<file path="src/include/cfcmd_pkg.sv">
// Shared constants and types for the connection command field block
package cfcmd_pkg;
	localparam int CFCMD_CMD_W = 2;
	// Command field encodings
	localparam logic [1:0] CFCMD_CMD_NONE = 2'h0;
	localparam logic [1:0] CFCMD_CMD_START = 2'h1;
	localparam logic [1:0] CFCMD_CMD_TRACE = 2'h2;
	localparam logic [1:0] CFCMD_CMD_STOP = 2'h3;
	// Reset values
	localparam logic [1:0] CFCMD_FIELD_RST = 2'h0;
	localparam logic CFCMD_ARMED_RST = 1'b1;
	localparam logic CFCMD_HOLD_RST = 1'b0;
	// Connection state machine states
	typedef enum logic [2:0] {
		CFCMD_OFF,
		CFCMD_BREAK,
		CFCMD_CONNECT,
		CFCMD_ACTIVE,
		CFCMD_TRACE
	} cfcmd_conn_e;
	// Insertion state machine states, as reported by the companion machine
	typedef enum logic [1:0] {
		CFCMD_REMOVED,
		CFCMD_INS_SCRUB,
		CFCMD_INSERTED,
		CFCMD_REM_SCRUB
	} cfcmd_ins_e;
endpackage

</file>
<file path="src/verilog/cfcmd_capture.sv">
// Command field capture, start re-arm tracking and command pulses
`timescale 1ns/10ps
module cfcmd_capture (
	input wire logic core_clk_i,
	input wire logic resetn_i,
	input wire logic ce_i,
	input wire logic wr_i,
	input wire logic [cfcmd_pkg::CFCMD_CMD_W-1:0] data_i,
	output logic [cfcmd_pkg::CFCMD_CMD_W-1:0] field_o,
	output logic start_o,
	output logic trace_o,
	output logic stop_o,
	output logic armed_o
);
	import cfcmd_pkg::*;

	typedef struct packed {
		logic [CFCMD_CMD_W-1:0] field;
		logic start;
		logic trace;
		logic stop;
		logic armed;
	} cfcmd_cap_s;

	cfcmd_cap_s s;
	cfcmd_cap_s next_s;

	always_comb begin
		next_s = s;
		next_s.start = 1'b0;
		next_s.trace = 1'b0;
		next_s.stop = 1'b0;
		if (wr_i) begin
			next_s.field = data_i; // [RL10]
			case (data_i)
				CFCMD_CMD_NONE: begin
					next_s.armed = 1'b1; // [RL5]
				end
				CFCMD_CMD_START: begin
					if (s.armed) begin
						next_s.start = 1'b1; // [RL2]
						next_s.armed = 1'b0; // [RL5]
					end
				end
				CFCMD_CMD_TRACE: begin
					next_s.trace = 1'b1; // [RL2]
				end
				default: begin
					next_s.stop = 1'b1; // [RL2]
				end
			endcase
		end
	end

	always_ff @(posedge core_clk_i or negedge resetn_i) begin
		if (!resetn_i) begin
			s <= '{field: CFCMD_FIELD_RST, start: 1'b0, trace: 1'b0, stop: 1'b0,
				armed: CFCMD_ARMED_RST};
		end else if (ce_i) begin
			s <= next_s;
		end
	end

	assign field_o = s.field;
	assign start_o = s.start;
	assign trace_o = s.trace;
	assign stop_o = s.stop;
	assign armed_o = s.armed;
endmodule

</file>
<file path="src/verilog/cfcmd_top.sv">
// Connection state machine command field: decode, forcing, hold in break, scrub ordering
// How it works
// [RL1] A nonzero command write moves the connection machine straight to break, trace or off.
// [RL2] Code 00 only re-arms start, 01 is start to break, 10 is trace, 11 is stop to off.
// [RL3] Start and stop force break or off from any current state.
// [RL4] Trace is obeyed only in the active state and is otherwise dropped with no change.
// [RL5] A second start counts only after software has written zero and then start again.
// [RL6] Break reached by quiet line or timeout never advances to connect.
// [RL7] Such a break is held until a start command is written.
// [RL8] Start or stop while inserted raises a scrub request.
// [RL9] Start or stop during an insertion or removal scrub waits for the scrub to end.
// [RL10] Each write is sampled once and the field keeps its value until rewritten.
`timescale 1ns/10ps
module cfcmd_top (
	input wire logic core_clk_i,
	input wire logic resetn_i,
	input wire logic ce_i,
	input wire logic cmd_wr_i,
	input wire logic [cfcmd_pkg::CFCMD_CMD_W-1:0] cmd_data_i,
	input wire cfcmd_pkg::cfcmd_ins_e insertion_state_i,
	input wire logic quiet_line_state_i,
	input wire logic timeout_i,
	input wire logic signal_done_i,
	input wire logic trace_done_i,
	output cfcmd_pkg::cfcmd_conn_e conn_state_o,
	output logic [cfcmd_pkg::CFCMD_CMD_W-1:0] cmd_field_o,
	output logic start_armed_o,
	output logic scrub_req_o,
	output logic cmd_pending_o,
	output logic break_hold_o
);
	import cfcmd_pkg::*;

	typedef struct packed {
		cfcmd_conn_e conn;
		logic break_hold;
		logic pend_valid;
		logic pend_stop;
		logic scrub_req;
	} cfcmd_top_s;

	cfcmd_top_s s;
	cfcmd_top_s next_s;
	logic start_cmd;
	logic trace_cmd;
	logic stop_cmd;

	cfcmd_capture u_capture (
		.core_clk_i(core_clk_i),
		.resetn_i(resetn_i),
		.ce_i(ce_i),
		.wr_i(cmd_wr_i),
		.data_i(cmd_data_i),
		.field_o(cmd_field_o),
		.start_o(start_cmd),
		.trace_o(trace_cmd),
		.stop_o(stop_cmd),
		.armed_o(start_armed_o)
	);

	// Scrub in progress in the insertion machine
	function automatic logic cfcmd_scrubbing(input cfcmd_ins_e ins);
		cfcmd_scrubbing = (ins == CFCMD_INS_SCRUB) || (ins == CFCMD_REM_SCRUB);
	endfunction

	always_comb begin
		next_s = s;
		next_s.scrub_req = 1'b0;
		// Autonomous progress of the connection machine
		case (s.conn)
			CFCMD_BREAK: begin
				if (!s.break_hold && !quiet_line_state_i) begin
					next_s.conn = CFCMD_CONNECT;
				end
			end
			CFCMD_CONNECT: begin
				if (quiet_line_state_i || timeout_i) begin
					next_s.conn = CFCMD_BREAK;
					next_s.break_hold = 1'b1; // [RL6]
				end else if (signal_done_i) begin
					next_s.conn = CFCMD_ACTIVE;
				end
			end
			CFCMD_ACTIVE: begin
				if (quiet_line_state_i || timeout_i) begin
					next_s.conn = CFCMD_BREAK;
					next_s.break_hold = 1'b1; // [RL6]
				end
			end
			CFCMD_TRACE: begin
				if (trace_done_i) begin
					next_s.conn = CFCMD_OFF;
				end
			end
			default: begin
				next_s.conn = s.conn;
			end
		endcase
		// Deferred start or stop, released when the scrub ends
		if (s.pend_valid && !cfcmd_scrubbing(insertion_state_i)) begin
			next_s.pend_valid = 1'b0;
			next_s.conn = s.pend_stop ? CFCMD_OFF : CFCMD_BREAK; // [RL9]
			if (!s.pend_stop) begin
				next_s.break_hold = 1'b0;
			end
		end
		// New start or stop overrides any autonomous move
		if (start_cmd || stop_cmd) begin
			if (cfcmd_scrubbing(insertion_state_i)) begin
				next_s.pend_valid = 1'b1; // [RL9]
				next_s.pend_stop = stop_cmd;
				next_s.conn = s.conn;
			end else begin
				next_s.pend_valid = 1'b0;
				next_s.conn = stop_cmd ? CFCMD_OFF : CFCMD_BREAK; // [RL1] [RL3]
				if (start_cmd) begin
					next_s.break_hold = 1'b0; // [RL7]
				end
				if (insertion_state_i == CFCMD_INSERTED) begin
					next_s.scrub_req = 1'b1; // [RL8]
				end
			end
		end
		// Trace only from active
		if (trace_cmd && s.conn == CFCMD_ACTIVE && !s.pend_valid) begin
			next_s.conn = CFCMD_TRACE; // [RL4]
		end
	end

	always_ff @(posedge core_clk_i or negedge resetn_i) begin
		if (!resetn_i) begin
			s <= '{conn: CFCMD_OFF, break_hold: CFCMD_HOLD_RST, pend_valid: 1'b0,
				pend_stop: 1'b0, scrub_req: 1'b0};
		end else if (ce_i) begin
			s <= next_s;
		end
	end

	assign conn_state_o = s.conn;
	assign scrub_req_o = s.scrub_req;
	assign cmd_pending_o = s.pend_valid;
	assign break_hold_o = s.break_hold;
endmodule

</file>
<file path="config.mk">
export PLATFORM = sky130hd
export DESIGN_NAME = cfcmd_top
export DESIGN_NICKNAME = d
export VERILOG_FILES = /design/src/include/cfcmd_pkg.sv /design/src/verilog/cfcmd_capture.sv /design/src/verilog/cfcmd_top.sv
export SDC_FILE = /design/constraint.sdc
export NUM_CORES = 1
export LEC_CHECK = 0
export ABC_AREA = 1
export BUFFER_PORTS_ARGS = -buffer_cell sky130_fd_sc_hd__buf_2
export CORE_AREA = 2 2 43 45
export CTS_CLUSTER_SIZE = 14
export DETAILED_ROUTE_END_ITERATION = 8
export DIE_AREA = 0 0 45 47
export PLACE_DENSITY = 0.72
export SLEW_MARGIN = 0
export SYNTH_ARGS = -nofsm -noshare
export SYNTH_HDL_FRONTEND = slang
export SYNTH_SLANG_ARGS = --single-unit
</file>
<file path="constraint.sdc">
create_clock -name core_clk_i -period 1.3 [get_ports core_clk_i]
set_input_delay 0.065 -clock core_clk_i [delete_from_list [all_inputs] [get_ports core_clk_i]]
set_output_delay 0.065 -clock core_clk_i [all_outputs]
set_load 0.005 [all_outputs]
</file>
==> results by group, run 1 <==
Pwr
  • PD cells: 1460 mW/mm²
  • Leakage power: 0.525 nW
  • Worst IR drop on VDD: 0.685 mV

GRT
  • First-pass GRT wire length: 2.44 mm
  • Number of global-route vias before repair: 617
  • GR Overflow Total: 0
  • Initial antenna violation count: 0
  • Total GRT Usage: between 15 and 20%
  • Largest net degree at the start of global routing: 14

STA
  • Final setup vio count: 0
  • Count of final max-slew check failures: 0
  • Min cycle time layout: between 1000 and 1500 ps
  • Relative slew slack: around 80%
  • Worst slew pin tran: 297 ps
  • Final Skew: about 0.38 ps
  • Final critical-path share of the clock period: 95.4%
  • Final Hold Fails: 0
  • Highest clock rate: 0.806 GHz
  • Setup TNS: 0 ps

Logic synthesis
  • Yosys warns: 0
  • Syn Std Cell Area: 751 µm²
  • Average cell area after synthesis: ~7.4 µm²
  • Cell variety after synth: 18
  • Synthesized flop and latch total: 13
  • Synth Net Count: 114
  • Synth Instances: 102
  • Sequential share of the synthesized area: between 40% and 50%

Floorplanning
  • Die area: 0.00212 mm²
  • Die X: 45 µm
  • Cell Rows: 15
  • Initial Util: 45.5%
  • Die height: 47 µm
  • CORE AREA: 0.00165 mm²
  • Io pins: 21

Layout
  • Most common cell after layout, fill and taps aside: nand2_1
  • # diodes: 0
  • Synth-to-Final Area Change: 26.7%
  • Fin nets: ~140
  • Layout Cells excl Fill: about 150
  • Leading cell types in the layout, fill and taps excluded: 23 x nand2_1, 20 x buf_2, 12 x inv_1, 11 x nor2_1, 10 x dfrtp_1
  • Share of cells above drive strength 1: between 30% and 40%
  • Layout Utilization: between 50% and 60%

Clocking
  • Root Driver: clkbuf_4
  • H-tree depth: 1
  • Largest buffer count on any clock path: 2
  • Cts bufs inserted: 3
  • CTS clk-pin slew, worst paths: 80 ps
  • TritonCTS clock tree: done
  • Clk_lat worst skew: 270 ps
  • Clock sinks: 13

Critical path
  • Worst path slowest cell: dfrtp_1
  • Max incr delay on CP: 390 ps
  • WP buf/inv: 2
  • R2r setup slk: 60 ps
  • CP startpoint kind: flop
  • Crit-path most repeated cell: nand2_1
  • Family with the most delay on the worst path: simple AND/OR/NAND/NOR gates
  • Crit path cell chain: inv_1 > nor2_2 > nor2_4 > buf_4 > nand2_1 > nand2_1 > nand2_1 > nand3_1 > nand2_1
  • CP Data Arrival Time: 1410 ps
  • Critical path required time: around 1500 ps
  • CP max FO: 3
  • WS Path Type: reg -> reg
  • Crit path capture type: flop

Hold path
  • Worst min path class: in -> reg

Drt
  • Via count: 718
  • Post-DR vias/cell: 4.92
  • Avg WL per Cell: approximately 11 µm
  • Detailed Routing Iterations Pass 1: 2
  • # DRC: 0
  • Post-DRT Antenna Nets: 0
  • DRT Wirelength: 1.59 mm
  • Initial DRC count: 2

Placed design
  • GPL Wtd Cong: 0.779
  • Inst Count DP: 137
  • Port Buf Inserts: 20
  • Post-DP HPWL: roughly 1.2 mm

Run
  • Max-Cap Viols: 0

Run status
  • Status: finished clean
## state kept, by name (all words and copies together), names as in the netlist
| signal | cells |
|---|---|
| break_hold_o | 1 |
| cmd_pending_o | 1 |
| conn_state_o | 3 |
| s | 1 |
| scrub_req_o | 1 |
| u_capture.armed_o | 1 |
| u_capture.field_o | 2 |
| u_capture.start_o | 1 |
| u_capture.stop_o | 1 |
| u_capture.trace_o | 1 |
## worst register-to-register path, cell delays in order, from the launching register on
cell and delay, ps:
dfrtp_1 390, inv_1 120, nor2_2 60, nor2_4 120
buf_4 120, nand2_1 70, nand2_1 70, nand2_1 60
nand3_1 70, nand2_1 50
## report_power, final
group | internal, mW | total (mW) | switching, mW
Combinational | 0.249 | 0.573 | 0.324
Clock | 0.119 | 0.247 | 0.129
Sequential | 0.489 | 0.570 | 0.0812
Total | 0.857 | 1.39 | 0.534
## per-layer routing
metal / wire length, µm / GRT usage [%]
met3: 72 / 2.31
met5: 0 / 0
met2: 797 / 28.3
met1: 711 / 18.6
met4: 10 / 7.06
## cells by family (layout without fill, tap and decap cells)
logic type             after synthesis  in the layout  synth area share, %
AOI/OAI and AO/OA                   14             14                 10.3
buffers and inverters               21             48                 12.2
DFF                                 13             13                 43.5
and+or+nand+nor                     54             54                 34.0
## synthesized netlist by cell type, drive strengths merged
cell     n  share of area (%)
nand2   24                 12
inv     17                8.5
nor2    14                7.7
dfrtp   12                 40
nand3   11                8.7
o21ai    9                6.0
buf      4                3.7
a21oi    2                1.3
nand4    2                1.7
nor3     2                1.3
o22ai    2                1.7
a32o     1                1.3
dfstp    1                3.5
nand3b   1                2.7
## path summary, 6_finish.rpt
kind                                 startpoint              endpoint  depth (start not counted)
hold / removal                    cmd_data_i[1]     u_capture.armed_o                          4
setup / recovery                  cmd_pending_o       conn_state_o[1]                          9
max in group asynchronous              resetn_i     u_capture.armed_o                          2
setup reg to reg                  cmd_pending_o       conn_state_o[1]                          9
min in group asynchronous              resetn_i           scrub_req_o                          2
hold reg to reg            u_capture.field_o[1]  u_capture.field_o[1]                          2
## metrics by stage
| step | worst slack, ps | instance area [µm²] | hold WS (ps) | power (mW) |
|---|---|---|---|---|
| floorplan | 158 | 751 | -231 | 0.927 |
| global placement | 35.6 | 860 | -33.4 | 1.04 |
| detailed placement | 18.6 | 860 | -27.6 | 1.05 |
| CTS | 2.64 | 906 | 47.5 | 1.31 |
| global route | -10.2 | 951 | 56.5 | 1.50 |
| finish | 59.3 | 951 | 51.6 | 1.39 |
## layout make-up
| cell class | instances | area (µm²) |
|---|---|---|
| repair buffers | 27 | 158 |
| well taps | 17 | 21.3 |
| inverters | 17 | 63.8 |
| multi-input cells | 68 | 353 |
| fillers | 162 | 701 |
| clock buffers | 4 | 26.3 |
| flip-flops and latches | 13 | 329 |
## timing repair
| item | 4_1_cts | 5_1_grt |
|---|---|---|
| hold buffers | 2 | 0 |
| hold endpoints to repair | 14 | 0 |
| setup buffers | 0 | 3 |
| resized for setup | 0 | 10 |
| setup endpoints to repair | 0 | 3 |
(Power assumes the default switching activity.)
==> inputs of run 2 (changes only) <==
--- a/config.mk
+++ b/config.mk
@@ -7,12 +7,13 @@
 export LEC_CHECK = 0
 export ABC_AREA = 1
 export BUFFER_PORTS_ARGS = -buffer_cell sky130_fd_sc_hd__buf_2
-export CORE_AREA = 2 2 43 45
+export CORE_AREA = 2 2 42 44
 export CTS_CLUSTER_SIZE = 14
 export DETAILED_ROUTE_END_ITERATION = 8
-export DIE_AREA = 0 0 45 47
-export PLACE_DENSITY = 0.72
+export DIE_AREA = 0 0 44 46
+export PLACE_DENSITY = 0.75
 export SLEW_MARGIN = 0
 export SYNTH_ARGS = -nofsm -noshare
 export SYNTH_HDL_FRONTEND = slang
+export SYNTH_HIERARCHICAL = 1
 export SYNTH_SLANG_ARGS = --single-unit
==> results by group, run 2 <==
Run status
  • Status: finished clean

Floorplanning
  • CORE AREA: 0.00161 mm² (-2.3%)
  • Initial Util: 45.9% (+0.44 points)
  • Io pins: 21 (unchanged)
  • Die X: 44 µm (-2.2%)
  • Cell Rows: 15 (unchanged)
  • Die height: 46 µm (-2.1%)
  • Die area: 0.00202 mm² (-4.3%)

Logic synthesis
  • Synth Instances: 102 (unchanged)
  • Post-synth top cells: 26 x nand2_1, 12 x dfrtp_1, 11 x inv_1, 11 x nand3_1, 10 x nor2_1
  • Cell variety after synth: 19 (+1)
  • Most common cell in the netlist: nand2_1
  • Yosys warns: 6 (+6)
  • Post-synth EDFFs: 0 (unchanged)
  • Asr flop ratio synth: 100% (unchanged)
  • Top cells by area, synth: dfrtp_1 41%, nand2_1 13%, nand3_1 7.4%
  • Sequential share of the synthesized area: 44.1% (+0.59 points)
  • Share of the synthesized area in the top cell type: 40.5% (+0.54 points)
  • Synth Net Count: 114 (unchanged)
  • Cell taking the most area after synthesis: dfrtp_1
  • Synthesized flop and latch total: 13 (unchanged)
  • Main synth FF type: dfrtp_1
  • Syn Std Cell Area: 741 µm² (-1.3%)
  • Average cell area after synthesis: 7.26 µm² (-1.3%)

Critical path
  • WS Path Type: reg -> reg
  • Max incr delay on CP: 420 ps (+30 ps)
  • CP max FO: 4 (+1)
  • Worst path slowest cell: dfrtp_1
  • Crit path capture type: flop
  • CP Data Arrival Time: 1420 ps (about the same)
  • CP startpoint kind: flop
  • Crit path cell chain: inv_2 > nand2_4 > nor2_4 > nand3_2 > nand2_2 > inv_2 > nand3_4 > nand2_2 > nand2_1 > nand2_1
  • Critical path required time: 1480 ps (about the same)

STA
  • Final Hold Fails: 0 (unchanged)
  • Min cycle time layout: 1240 ps (-0.752 ps)
  • Final setup vio count: 0 (unchanged)
  • Final Skew: 1.57 ps (+1.19 ps)
  • Count of final max-slew check failures: 0 (unchanged)
  • Final critical-path share of the clock period: 95.4% (about the same)
  • Highest clock rate: 0.806 GHz (about the same)
  • Relative slew slack: 80.3% (+0.10 points)
  • Worst slew pin tran: 295 ps (-1.57 ps)

Layout
  • Fillers: 163 (+0.62%)
  • Most common cell after layout, fill and taps aside: nand2_1
  • Fin nets: 141 (-0.70%)
  • Reg area: 329 µm² (unchanged)
  • Final instance area: 982 µm² (+3.3%)
  • Synth-to-Final Area Change: 32.6%
  • # diodes: 0 (unchanged)
  • Largest register FFs: 3 (unchanged)
  • Share of cells above drive strength 1: 44.5% (+10 points)
  • Leading cell types in the layout, fill and taps excluded: 23 x nand2_1, 20 x buf_2, 10 x dfrtp_1, 9 x nand3_1
  • Multi-input logic area: 405 µm² (+15%)

Pwr
  • PD cells: 1480 mW/mm² (+1.5%)
  • Leakage power: 0.536 nW (+2.1%)
  • Pwr Total: 1.46 mW (+4.8%)
  • Worst IR drop on VDD: 0.741 mV (+8.1%)

Drt
  • DRT Wirelength: 1.74 mm (+9.2%)
  • Highest routed metal layer: met4
  • # DRC: 0 (unchanged)
  • WL met3: 106 µm (+47%)
  • Metal1 wirelength: 738 µm (+3.8%)
  • Avg WL per Cell: 12.0 µm (+10%)
  • Via count: 768 (+7.0%)
  • Detailed Routing Iterations Pass 1: 4 (+2)
  • Post-DRT Antenna Nets: 0 (unchanged)
  • Initial DRC count: 11 (+9)
  • DR WL met2: 862 µm (+8.2%)
  • Post-DR vias/cell: 5.30 (+7.7%)

Clocking
  • H-tree depth: 1 (unchanged)
  • Clock sinks: 13 (unchanged)
  • CTS clk-pin slew, worst paths: 80 ps (about the same)
  • TritonCTS clock tree: done
  • Cts bufs inserted: 3 (unchanged)
  • Largest buffer count on any clock path: 2 (unchanged)
  • Root Driver: clkbuf_4
  • Clk_lat worst skew: 280 ps (about the same)

Placed design
  • Post-Place Cell Area: 847 µm² (-1.5%)
  • GPL Wtd Cong: 0.806 (+3.4%)
  • Post-DP HPWL: 1.23 mm (+5.2%)
  • Port Buf Inserts: 20 (unchanged)

GRT
  • GR Overflow Total: 0 (unchanged)
  • First-pass GRT wire length: 2.59 mm (+5.9%)
  • Number of global-route vias before repair: 657 (+6.5%)
  • Total GRT Usage: 17.8% (+2.0 points)
  • Largest net degree at the start of global routing: 14 (unchanged)
  • Initial antenna violation count: 0 (unchanged)

Hold path
  • Worst min path class: in -> reg

Run
  • Max-Cap Viols: 0 (unchanged)
==> run 2: changes by cell type after synthesis, moves of 2 or more <==
cell / delta
inv_1: -3
nand2_1: +2
nand2_2: +3
nand3_1: +2
nor2_1: -2
nor2_2: +2
==> run 2: final cells by class <==
type,count,area share (%)
clock buffer,3,2.29
clock inverter,1,0.510
inverter,15,5.99
multi-input combinational,71,41.3
sequential,13,33.5
tap,17,2.17
timing repair buffer,25,14.3
==> run 2: final timing paths <==
path                                   start                 to  slack (ps)  cells after the start
max                         u_capture/stop_o    conn_state_o[1]          60                     10
min                            cmd_data_i[0]   u_capture/stop_o          30                      3
max reg2reg                 u_capture/stop_o    conn_state_o[1]          60                     10
min reg2reg                u_capture/trace_o  u_capture/trace_o         500                      2
max in group asynchronous           resetn_i  u_capture/armed_o         830                      2
min in group asynchronous           resetn_i      cmd_pending_o         190                      2
==> run 2: repair_timing <==
| action | in CTS | in global routing |
|---|---|---|
| setup endpoints to repair | 0 | 3 |
| endpoints found under the hold margin | 13 | 0 |
| hold buffers | 1 | 0 |
| buffers inserted | 0 | 3 |
| resized for setup | 0 | 23 |
==> run 2: routing by layer <==
| layer | up-vias | GRT usage (%) |
|---|---|---|
| li1 | 375 | - |
| met1 | 358 | 20.9 |
| met2 | 29 | 30.6 |
| met3 | 6 | 3.57 |
| met4 | 0 | 9.09 |
| met5 | - | 0 |
==> run 2: where the power goes <==
group / switching (mW) / leakage (nW) / internal (mW)
Clock: 0.145 / 0.0177 / 0.114
Sequential: 0.0901 / 0.163 / 0.486
Combinational: 0.354 / 0.355 / 0.268
Total: 0.589 / 0.536 / 0.868
==> run 2: per-stage QoR <==
stage	hold WS [ps]	instances	setup slack, ps	TNS, ps	util (%)
final	32.2	145	60.0	0	60.9
after global routing	36.6	145	-24.7	-40.1	60.9
after CTS	28.3	142	18.6	0	54.8
after detailed placement	-27.3	137	39.9	0	52.5
after global placement	-32.7	137	81.3	0	52.5
after floorplan	-231	102	153	0	-
==> run 2: cells by family after synthesis <==
| family | Yosys count | synth area share [%] |
|---|---|---|
| and+or+nand+nor | 58 | 35.3 |
| DFF | 13 | 44.1 |
| buffers and inverters | 18 | 10.6 |
| AOI/OAI and AO/OA | 13 | 9.97 |
==> run 2: critical path: cells and delay by family (launching register included) <==
| family | cells | cell delay (ps) |
|---|---|---|
| AND/OR/NAND/NOR | 8 | 560 |
| flip-flops | 1 | 420 |
| buffers and inverters | 2 | 150 |
